`src/hdl/irq_ctrl_pkg.sv`:
```
// Constants, register map and state types of the interrupt controller.
// Assumes one clock domain and a CPU core that reports instruction ends.
//
// Summary of operation
// Converter done flag sets when start flag falls
// Serial unit one completion sets its done flag
// Unused request register two bits read zero
// Writing zero clears a flag; one does nothing
// Acceptance leaves the request flag set
// Reset clears all grouped pin flags
// Selected edge on grouped pin n sets flag n
// Four edge pins plus eight grouped pins
// Edge pin polarity picks rising or falling edge
// Edge flag needs pin assigned to request function
// Edge pin enable zero suppresses its request
// Grouped pin polarity picks rising or falling edge
// Grouped pin enable zero suppresses its request
// Edge pins 3..0 use vectors 7..4, pin 0 first
// All grouped pins share vector eight
// Grouped flags set even in port usage
// Internal sources flagged, enabled, vectored 19 to 9
// Highest priority enabled request wins, rest pending
// Global mask bit set holds every request pending
// Accept at instruction end, push, mask, vector, jump
// Clear colliding with request still takes exception
// Save 4, vector 2, fetch 4, internal 4 states
// Presented request is flag AND enable
package irq_ctrl_pkg;

  // Register indices on the plain register port
  localparam logic [3:0] ADDR_EDGE_SEL_ONE = 4'h0;
  localparam logic [3:0] ADDR_EDGE_SEL_TWO = 4'h1;
  localparam logic [3:0] ADDR_ENABLE_ONE   = 4'h2;
  localparam logic [3:0] ADDR_ENABLE_TWO   = 4'h3;
  localparam logic [3:0] ADDR_ENABLE_THREE = 4'h4;
  localparam logic [3:0] ADDR_REQUEST_ONE  = 4'h5;
  localparam logic [3:0] ADDR_REQUEST_TWO  = 4'h6;
  localparam logic [3:0] ADDR_REQUEST_THREE = 4'h7;
  localparam logic [3:0] ADDR_PORT_MODE_ONE = 4'h8;

  // Field positions
  localparam int BIT_TIMER_B1  = 7;
  localparam int BIT_TIMER_A   = 6;
  localparam int BIT_DIRECT    = 7;
  localparam int BIT_CONVERTER = 6;
  localparam int BIT_SERIAL1   = 4;
  localparam logic [7:0] REQ_ONE_FIXED_ONES = 8'h10;

  // Reset values
  localparam logic [7:0] RESET_BYTE = 8'h00;

  // Vector numbers
  localparam logic [4:0] VEC_EDGE_PIN0  = 5'h04;
  localparam logic [4:0] VEC_GROUPED    = 5'h08;
  localparam logic [4:0] VEC_DIRECT     = 5'h09;
  localparam logic [4:0] VEC_TIMER_A    = 5'h0b;
  localparam logic [4:0] VEC_TIMER_B1   = 5'h0c;
  localparam logic [4:0] VEC_SERIAL1    = 5'h10;
  localparam logic [4:0] VEC_CONVERTER  = 5'h13;
  localparam int         NUM_VECTORS    = 24;

  // Exception sequence lengths in clock states
  localparam logic [3:0] SAVE_STATES     = 4'h4;
  localparam logic [3:0] VFETCH_STATES   = 4'h2;
  localparam logic [3:0] IFETCH_STATES   = 4'h4;
  localparam logic [3:0] INTERNAL_STATES = 4'h4;

  typedef enum logic [2:0] {
    EXC_IDLE,
    EXC_SAVE,
    EXC_VFETCH,
    EXC_IFETCH,
    EXC_INTERNAL
  } exc_state_t;

  typedef struct packed {
    logic [3:0] addr;
    logic [7:0] wdata;
    logic       wr;
    logic       rd;
  } reg_req_t;

  typedef struct packed {
    logic       timer_b1_ovf;
    logic       timer_a_ovf;
    logic       direct_done;
    logic       converter_start_flag;
    logic       serial1_done;
  } periph_evt_t;

  typedef struct packed {
    logic       busy;
    logic       push_context;
    logic       vector_fetch;
    logic       set_mask;
    logic       handler_start;
    logic [4:0] vector;
  } exc_out_t;

endpackage

```
`src/hdl/irq_ctrl.sv`:
```
// Interrupt controller: pin edge detection, request flags, enables,
// priority selection and the exception entry sequence.
// Assumes pins and peripheral events are synchronous to mclk and that the
// core applies set_mask to its global mask bit.
`timescale 1ns/1ps

module irq_ctrl (
  input  wire logic                      mclk,
  input  wire logic                      rst,
  input  wire irq_ctrl_pkg::reg_req_t    reg_req,
  output logic [7:0]                     reg_rdata,
  input  wire logic [3:0]                edge_request_pins,
  input  wire logic [7:0]                grouped_request_pins,
  input  wire irq_ctrl_pkg::periph_evt_t periph_evt,
  input  wire logic                      mask_bit,
  input  wire logic                      instr_end,
  output irq_ctrl_pkg::exc_out_t         exc_out,
  output logic                           irq_pending
);

  // ==========================================================
  // State
  // ==========================================================
  typedef struct packed {
    logic [3:0]              edge_pin_polarity;
    logic [7:0]              grouped_pin_polarity;
    logic [3:0]              edge_pin_enables;
    logic [1:0]              timer_enables;
    logic                    direct_enable;
    logic                    converter_enable;
    logic                    serial1_enable;
    logic [7:0]              grouped_pin_enables;
    logic [3:0]              pin_function;
    logic [3:0]              edge_flags;
    logic                    timer_b1_flag;
    logic                    timer_a_flag;
    logic                    direct_flag;
    logic                    converter_done_flag;
    logic                    serial1_done_flag;
    logic [7:0]              grouped_pin_flags;
    logic [3:0]              edge_prev;
    logic [7:0]              grouped_prev;
    logic                    start_prev;
    logic [7:0]              rdata;
    irq_ctrl_pkg::exc_state_t exc_state;
    logic [3:0]              count;
    irq_ctrl_pkg::exc_out_t  exc;
    logic                    pending;
  } state_t;

  state_t s;
  state_t next_s;

  // ==========================================================
  // Helpers
  // ==========================================================
  // Polarity one selects the rising edge, zero the falling edge
  function automatic logic [7:0] edge_hits(input logic [7:0] prev,
                                           input logic [7:0] cur,
                                           input logic [7:0] pol);
    edge_hits = (prev ^ cur) & ~(cur ^ pol);
  endfunction

  // Lowest vector number is the highest priority
  function automatic logic [5:0] pick_first(input logic [23:0] req);
    logic [5:0] res;
    res = 6'h00;
    for (int i = irq_ctrl_pkg::NUM_VECTORS - 1; i >= 0; i--) begin
      if (req[i]) begin
        res = {1'b1, 5'(i)};
      end
    end
    pick_first = res;
  endfunction

  // ==========================================================
  // Next state
  // ==========================================================
  logic [7:0]  edge_hit;
  logic [7:0]  grp_hit;
  logic        conv_done;
  logic [23:0] presented;
  logic [5:0]  winner;
  logic [7:0]  w;
  logic        wr_req1;
  logic        wr_req2;
  logic        wr_req3;

  always_comb begin
    next_s = s;
    w = reg_req.wdata;
    edge_hit = edge_hits({4'h0, s.edge_prev}, {4'h0, edge_request_pins},
                         {4'h0, s.edge_pin_polarity});
    grp_hit = edge_hits(s.grouped_prev, grouped_request_pins,
                        s.grouped_pin_polarity);
    conv_done = s.start_prev & ~periph_evt.converter_start_flag;
    wr_req1 = reg_req.wr && (reg_req.addr == irq_ctrl_pkg::ADDR_REQUEST_ONE);
    wr_req2 = reg_req.wr && (reg_req.addr == irq_ctrl_pkg::ADDR_REQUEST_TWO);
    wr_req3 = reg_req.wr && (reg_req.addr == irq_ctrl_pkg::ADDR_REQUEST_THREE);

    next_s.edge_prev    = edge_request_pins;
    next_s.grouped_prev = grouped_request_pins;
    next_s.start_prev   = periph_evt.converter_start_flag;

    // Flags: a write of zero clears, a set in the same cycle wins
    if (wr_req1) begin
      next_s.edge_flags    = s.edge_flags & w[3:0];
      next_s.timer_b1_flag = s.timer_b1_flag & w[irq_ctrl_pkg::BIT_TIMER_B1];
      next_s.timer_a_flag  = s.timer_a_flag & w[irq_ctrl_pkg::BIT_TIMER_A];
    end
    if (wr_req2) begin
      next_s.direct_flag         = s.direct_flag & w[irq_ctrl_pkg::BIT_DIRECT];
      next_s.converter_done_flag = s.converter_done_flag & w[irq_ctrl_pkg::BIT_CONVERTER];
      next_s.serial1_done_flag   = s.serial1_done_flag & w[irq_ctrl_pkg::BIT_SERIAL1];
    end
    if (wr_req3) begin
      next_s.grouped_pin_flags = s.grouped_pin_flags & w;
    end
    next_s.edge_flags = next_s.edge_flags | (edge_hit[3:0] & s.pin_function);
    next_s.grouped_pin_flags = next_s.grouped_pin_flags | grp_hit;
    next_s.timer_b1_flag = next_s.timer_b1_flag | periph_evt.timer_b1_ovf;
    next_s.timer_a_flag  = next_s.timer_a_flag | periph_evt.timer_a_ovf;
    next_s.direct_flag   = next_s.direct_flag | periph_evt.direct_done;
    next_s.converter_done_flag = next_s.converter_done_flag | conv_done;
    next_s.serial1_done_flag   = next_s.serial1_done_flag | periph_evt.serial1_done;

    // Control register writes
    if (reg_req.wr) begin
      if (reg_req.addr == irq_ctrl_pkg::ADDR_EDGE_SEL_ONE) begin
        next_s.edge_pin_polarity = w[3:0];
      end else if (reg_req.addr == irq_ctrl_pkg::ADDR_EDGE_SEL_TWO) begin
        next_s.grouped_pin_polarity = w;
      end else if (reg_req.addr == irq_ctrl_pkg::ADDR_ENABLE_ONE) begin
        next_s.edge_pin_enables = w[3:0];
        next_s.timer_enables    = {w[irq_ctrl_pkg::BIT_TIMER_B1], w[irq_ctrl_pkg::BIT_TIMER_A]};
      end else if (reg_req.addr == irq_ctrl_pkg::ADDR_ENABLE_TWO) begin
        next_s.direct_enable    = w[irq_ctrl_pkg::BIT_DIRECT];
        next_s.converter_enable = w[irq_ctrl_pkg::BIT_CONVERTER];
        next_s.serial1_enable   = w[irq_ctrl_pkg::BIT_SERIAL1];
      end else if (reg_req.addr == irq_ctrl_pkg::ADDR_ENABLE_THREE) begin
        next_s.grouped_pin_enables = w;
      end else if (reg_req.addr == irq_ctrl_pkg::ADDR_PORT_MODE_ONE) begin
        next_s.pin_function = w[3:0];
      end
    end

    // Read data stands one cycle only
    next_s.rdata = irq_ctrl_pkg::RESET_BYTE;
    if (reg_req.rd) begin
      if (reg_req.addr == irq_ctrl_pkg::ADDR_EDGE_SEL_ONE) begin
        next_s.rdata = {4'h0, s.edge_pin_polarity};
      end else if (reg_req.addr == irq_ctrl_pkg::ADDR_EDGE_SEL_TWO) begin
        next_s.rdata = s.grouped_pin_polarity;
      end else if (reg_req.addr == irq_ctrl_pkg::ADDR_ENABLE_ONE) begin
        next_s.rdata = {s.timer_enables, 2'b00, s.edge_pin_enables};
      end else if (reg_req.addr == irq_ctrl_pkg::ADDR_ENABLE_TWO) begin
        next_s.rdata = {s.direct_enable, s.converter_enable, 1'b0, s.serial1_enable, 4'h0};
      end else if (reg_req.addr == irq_ctrl_pkg::ADDR_ENABLE_THREE) begin
        next_s.rdata = s.grouped_pin_enables;
      end else if (reg_req.addr == irq_ctrl_pkg::ADDR_REQUEST_ONE) begin
        next_s.rdata = {s.timer_b1_flag, s.timer_a_flag, 2'b00, s.edge_flags}
                       | irq_ctrl_pkg::REQ_ONE_FIXED_ONES;
      end else if (reg_req.addr == irq_ctrl_pkg::ADDR_REQUEST_TWO) begin
        next_s.rdata = {s.direct_flag, s.converter_done_flag, 1'b0,
                        s.serial1_done_flag, 4'h0};
      end else if (reg_req.addr == irq_ctrl_pkg::ADDR_REQUEST_THREE) begin
        next_s.rdata = s.grouped_pin_flags;
      end else if (reg_req.addr == irq_ctrl_pkg::ADDR_PORT_MODE_ONE) begin
        next_s.rdata = {4'h0, s.pin_function};
      end
    end

    // Presented requests, indexed by vector number
    presented = 24'h000000;
    for (int i = 0; i < 4; i++) begin
      presented[int'(irq_ctrl_pkg::VEC_EDGE_PIN0) + i] =
        s.edge_flags[i] & s.edge_pin_enables[i];
    end
    presented[irq_ctrl_pkg::VEC_GROUPED] =
      |(s.grouped_pin_flags & s.grouped_pin_enables);
    presented[irq_ctrl_pkg::VEC_DIRECT]    = s.direct_flag & s.direct_enable;
    presented[irq_ctrl_pkg::VEC_TIMER_A]   = s.timer_a_flag & s.timer_enables[0];
    presented[irq_ctrl_pkg::VEC_TIMER_B1]  = s.timer_b1_flag & s.timer_enables[1];
    presented[irq_ctrl_pkg::VEC_SERIAL1]   = s.serial1_done_flag & s.serial1_enable;
    presented[irq_ctrl_pkg::VEC_CONVERTER] = s.converter_done_flag & s.converter_enable;
    winner = pick_first(presented);
    next_s.pending = winner[5];

    // Exception entry; flags are never touched here
    next_s.exc.set_mask      = 1'b0;
    next_s.exc.handler_start = 1'b0;
    case (s.exc_state)
      irq_ctrl_pkg::EXC_IDLE: begin
        if (instr_end && winner[5] && !mask_bit) begin
          next_s.exc_state        = irq_ctrl_pkg::EXC_SAVE;
          next_s.count            = irq_ctrl_pkg::SAVE_STATES - 4'h1;
          next_s.exc.vector       = winner[4:0];
          next_s.exc.busy         = 1'b1;
          next_s.exc.push_context = 1'b1;
        end
      end
      irq_ctrl_pkg::EXC_SAVE: begin
        if (s.count == 4'h0) begin
          next_s.exc_state        = irq_ctrl_pkg::EXC_VFETCH;
          next_s.count            = irq_ctrl_pkg::VFETCH_STATES - 4'h1;
          next_s.exc.push_context = 1'b0;
          next_s.exc.vector_fetch = 1'b1;
          next_s.exc.set_mask     = 1'b1;
        end else begin
          next_s.count = s.count - 4'h1;
        end
      end
      irq_ctrl_pkg::EXC_VFETCH: begin
        if (s.count == 4'h0) begin
          next_s.exc_state        = irq_ctrl_pkg::EXC_IFETCH;
          next_s.count            = irq_ctrl_pkg::IFETCH_STATES - 4'h1;
          next_s.exc.vector_fetch = 1'b0;
        end else begin
          next_s.count = s.count - 4'h1;
        end
      end
      irq_ctrl_pkg::EXC_IFETCH: begin
        if (s.count == 4'h0) begin
          next_s.exc_state = irq_ctrl_pkg::EXC_INTERNAL;
          next_s.count     = irq_ctrl_pkg::INTERNAL_STATES - 4'h1;
        end else begin
          next_s.count = s.count - 4'h1;
        end
      end
      irq_ctrl_pkg::EXC_INTERNAL: begin
        if (s.count == 4'h0) begin
          next_s.exc_state         = irq_ctrl_pkg::EXC_IDLE;
          next_s.exc.busy          = 1'b0;
          next_s.exc.handler_start = 1'b1;
        end else begin
          next_s.count = s.count - 4'h1;
        end
      end
      default: begin
        next_s.exc_state = irq_ctrl_pkg::EXC_IDLE;
      end
    endcase
  end

  // ==========================================================
  // Registers
  // ==========================================================
  always_ff @(posedge mclk or posedge rst) begin
    if (rst) begin
      s <= '0;
    end else begin
      s <= next_s;
    end
  end

  assign reg_rdata   = s.rdata;
  assign exc_out     = s.exc;
  assign irq_pending = s.pending;

endmodule

```
`config.mk`:
```
export PLATFORM = sky130hd
export DESIGN_NAME = irq_ctrl
export DESIGN_NICKNAME = d
export VERILOG_FILES = /design/src/hdl/irq_ctrl_pkg.sv /design/src/hdl/irq_ctrl.sv
export SDC_FILE = /design/constraint.sdc
export NUM_CORES = 1
export LEC_CHECK = 0
export BUFFER_PORTS_ARGS = -buffer_cell sky130_fd_sc_hd__clkbuf_2
export CORE_MARGIN = 10
export CORE_UTILIZATION = 45
export CTS_BUF_LIST = sky130_fd_sc_hd__clkbuf_4 sky130_fd_sc_hd__clkbuf_8
export DETAILED_ROUTE_END_ITERATION = 12
export GPL_TIMING_DRIVEN = 0
export PLACE_DENSITY_LB_ADDON = 0.12
export REMOVE_ABC_BUFFERS = 1
export SYNTH_ARGS = -nofsm -noshare
export SYNTH_HDL_FRONTEND = slang
export SYNTH_SLANG_ARGS = --single-unit
export TNS_END_PERCENT = 100
```
`constraint.sdc`:
```
create_clock -name mclk -period 7.7 [get_ports mclk]
set_input_delay 1.54 -clock mclk [delete_from_list [all_inputs] [get_ports mclk]]
set_output_delay 1.54 -clock mclk [all_outputs]
set_load 0.01 [all_outputs]
```
After elaboration in Yosys (flattened, before gate mapping):

Cells that the tools add are included.

* reductions and logical operators: 27
* bitwise operators: 40
* eq/ne operators: 18
* muxes and demuxes: 41
* $add $sub $neg: 1

Operators with widths (number)
* 2-to-1 mux 8 bit: 10
* 2-to-1 mux 6 bit: 11
* AND 8 bit: 3
* 2-to-1 mux 3 bit: 6
* == test 4 x 3 -> 1 bit (second input constant): 4
* 2-to-1 mux 4 bit: 4
* case mux 4 bit (4 select lines): 1
* bitwise XOR 8 bit: 2
* AND 1 bit: 15
* case mux 3 bit (5 select lines): 1
* AND reduction 3 bit: 5
* AND 4 bit: 3
* != test 2 bit (second input constant): 6
* AND reduction 5 bit: 2
* 2-to-1 mux 9 bit: 1
* == test 4 x 2 -> 1 bit (second input constant): 2
* logical NOT 4 bit: 2
* NOT 8 bit: 1
* OR 8 bit: 1
* OR reduction 8 bit: 1
* bitwise XOR 4 bit: 2
* AND reduction 7 bit: 1
* == test 3 x 2 -> 1 bit (second input constant): 2
* NOT 1 bit: 6
* 19 further kinds: 35

* input port bits: 35
* bits in registers: 89
* output and inout bits: 19
* logic and storage cells: 156

Depth between registers and ports, before layout:

* word-level depth: 15
* mapped depth: 8
* gate-level depth less buffers: 7

Least setup slack after synthesis:

OpenSTA, ideal clock, no wires.

* path kind: input to register
* start point: input reg_req[13] (netlist bit)
* end point: register s (netlist bit reg_rdata[0])
* slack: 4.934 ns
* path buffers: 2
* data required time: 7.577 ns
* arrival time: 2.643 ns
* library setup time: 0.123 ns
* cell stages on the path: 7
* cell sequence: clkbuf_1 > nor2b_1 > buf_2 > and2_1 > a22oi_1 > nor2_1 > o221a_2

RTL lines
* start: declaration: RTL line irq_ctrl.sv:10 `input wire irq_ctrl_pkg::reg_req_t reg_req,`
* end signal: assignment: RTL line irq_ctrl.sv:252 `s <= next_s;`
* end: declaration: RTL line irq_ctrl.sv:51 `state_t s;`

==> key figures <==
Worst setup path
  – CP Max Fanout: 16
  – CP max-delay cell: nor2b_1
  – Top delay family on crit path: simple AND/OR/NAND/NOR gates
  – Critical path arrival: 3.51 ns
  – Worst EP required: 7.95 ns
  – Crit path kind: in -> reg
  – Buf/Inv on CP: 1
  – Startpoint Class: input pin
  – CP max stage delay: 0.61 ns
  – CP Capture Type: flip-flop
  – CP Cell Sequence: clkbuf_2, nor2b_1, and2_1, nand3_1, o21ai_0, o211ai_1

Synth
  – Number of synthesized flops with an enable pin: 0
  – Largest area contributor in the netlist: dfrtp_1
  – Prevailing post-synth register cell: dfrtp_1
  – Distinct cell type count after synthesis: 51
  – Most common cell in the netlist: dfrtp_1
  – Synth top cells by count: dfrtp_1, nand2_1, mux2_2
  – Cell Area, Synth: 0.00432 sq mm
  – Asr flop ratio synth: 1.00
  – Top cell type's share of synthesized area: 0.516
  – Warnings, synthesis: 0
  – Post-synthesis register bit count: 89
  – Syn_area_per_cell: 10.3 sq um
  – Top post-synthesis cells by area: dfrtp_1, mux2_2, nand2_1, o21ai_0, buf_4
  – Post-synthesis sequential area ratio: 0.516
  – Mapped Cells: 419

Place
  – IO Port Bufs: 53
  – Pre-CTS WS: 4.07 ns
  – Detailed Place HPWL: 7300 um
  – Routability congestion estimate: 0.821

Clock network
  – Clock-pin slew on the worst setup and hold paths: 0.10 ns
  – TritonCTS Buffers: 9
  – Clock Tree Root: clkbuf_8
  – Clk sink count: 89
  – H-tree Lvls: 3
  – Clk_lat worst skew: 0.37 ns
  – CTS Hold Buffers Added: 0
  – Clock Tree Buf Depth: 2
  – Post-CTS Setup Bufs: 0
  – CTS tree: done
  – Post-CTS Resized: 0

Floorplanning
  – Rows: 35
  – Core area: 0.00928 sq mm
  – Die Y-Extent: 118 um
  – Initial Util: 0.465
  – # IOs: 54
  – Die Area: 0.0139 sq mm
  – Die width: 118 um

Pwr
  – Worst vdd ir: 112 uV
  – PwrDens: 266 mW/mm^2
  – Pwr Total: 1.27 mW
  – Cell leakage power: 2.11 nW

Timing
  – Setup ws final: 4.44 ns
  – Slew Limit Headroom: 0.524
  – Slew Viols, Final: 0
  – RSZ-0062 raised after global routing: false
  – Max Clock Freq: 0.307 GHz
  – Worst-margin pin slew: 0.708 ns
  – Fin Clk Skew: 0.0196 ns
  – Final number of hold-violating endpoints: 0
  – Final TNS setup: 0 ns
  – Tcrit/Tclk final: 0.424
  – Min Tclk post-route: 3.26 ns
  – Final setup viols: 0

Global routing
  – Pin count of the biggest net entering global routing: 51
  – Initial antenna violation count: 0
  – GRT Resource Usage Total: 0.143
  – First-pass GRT wire length: 16500 um
  – Vias in the first global route: 3279
  – GR Overflow Total: 0

Final layout
  – Final nets: 489
  – Util after Layout: 0.514
  – Fillers: 912
  – Area Growth Syn to Fin: 10.6%
  – Fraction of layout cells with a size suffix above 1: 0.254
  – N_diodes: 0

Flow run
  – Max cap viols: 0

Routing
  – DR vias: 3210
  – Final wirelength: 9740 um
  – Via-to-Cell Ratio: 5.48
  – DRC: 0
  – Detail Route Antenna Nets: 0
  – Violation count after the first detailed-routing iteration: 269
  – WL per Instance: 16.6 um
  – DR pass1 iterations: 4

Status
  – Outcome: completed

Min path
  – Hold crit path type: reg -> reg
-- stage by stage --
stage                     cell area, sq um  instances  hold WS (ns)
after floorplan                       4120        387         0.454
after global placement                4550        569         0.459
after detailed placement              4580        570         0.468
after CTS                             4770        586         0.466
after global routing                  4770        586         0.498
final                                 4770        586         0.456
-- path summary, 6_finish.rpt --
path	from	endpoint	slack, ns	cells past startpoint
hold / removal	s[27]	s[39]	0.46	1
setup / recovery	reg_req[12]	s[39]	4.44	6
hold reg to reg	s[27]	s[39]	0.46	1
setup reg to reg	s[43]	exc_out[1]	5.67	5
max in group asynchronous	rst	s[83]	5.88	3
min in group asynchronous	rst	s[39]	1.20	2
-- cells by family after synthesis --
family | count (synthesis) | synth area share
multiplexers | 44 | 0.120
XOR/XNOR | 2 | 0.00406
AND/OR/NAND/NOR | 138 | 0.146
flip-flops | 89 | 0.516
buffers and inverters | 44 | 0.0551
AO/OA/AOI/OAI | 100 | 0.153
adder cells (fa/ha/maj) | 2 | 0.00580
-- state kept, by name, indices dropped and copies added (netlist names) --
register,count
irq_pending,1
reg_rdata,8
s,70
exc_out,10
-- area by class of cell --
| class | instances | area [sq um] | share of cell area |
|---|---|---|---|
| inverter | 12 | 47.5 | 0.00996 |
| multi-input combinational | 286 | 1850 | 0.388 |
| sequential | 89 | 2230 | 0.466 |
| tap | 129 | 161 | 0.0338 |
| timing repair buffer | 54 | 293 | 0.0613 |
| clock inverter | 7 | 71.3 | 0.0149 |
| clock buffer | 9 | 124 | 0.0259 |
-- routing by layer --
metal / global-route usage / wire length (um)
met3: 0.0393 / 560
met1: 0.180 / 4330
met4: 0.0587 / 231
met5: 0 / 0
met2: 0.228 / 4620
-- layout by cell type (no fill, tap or decap), drive strengths merged, types with 2 or more instances in the layout --
master  instances
dfrtp          89
nand2          67
clkbuf         62
mux2           36
nor2           31
o21ai          29
a21oi          16
inv            12
nand3          10
a22oi           9
o211ai          8
nor3            8
nand2b          7
mux2i           6
clkinv          6
nand4           5
a31oi           5
a21o            4
a22o            4
o221a           4
o21a            4
o32ai           3
a211oi          3
o31ai           3
nor2b           2
o22ai           2
ha              2
mux4            2
-- where the power goes --
group / internal [mW] / leakage [nW] / switching (mW)
Sequential: 0.557 / 1.03 / 0.0887
Clock: 0.150 / 0.103 / 0.168
Combinational: 0.148 / 0.972 / 0.159
Total: 0.855 / 2.11 / 0.415
Note: power is estimated with default switching activity, not from simulation.
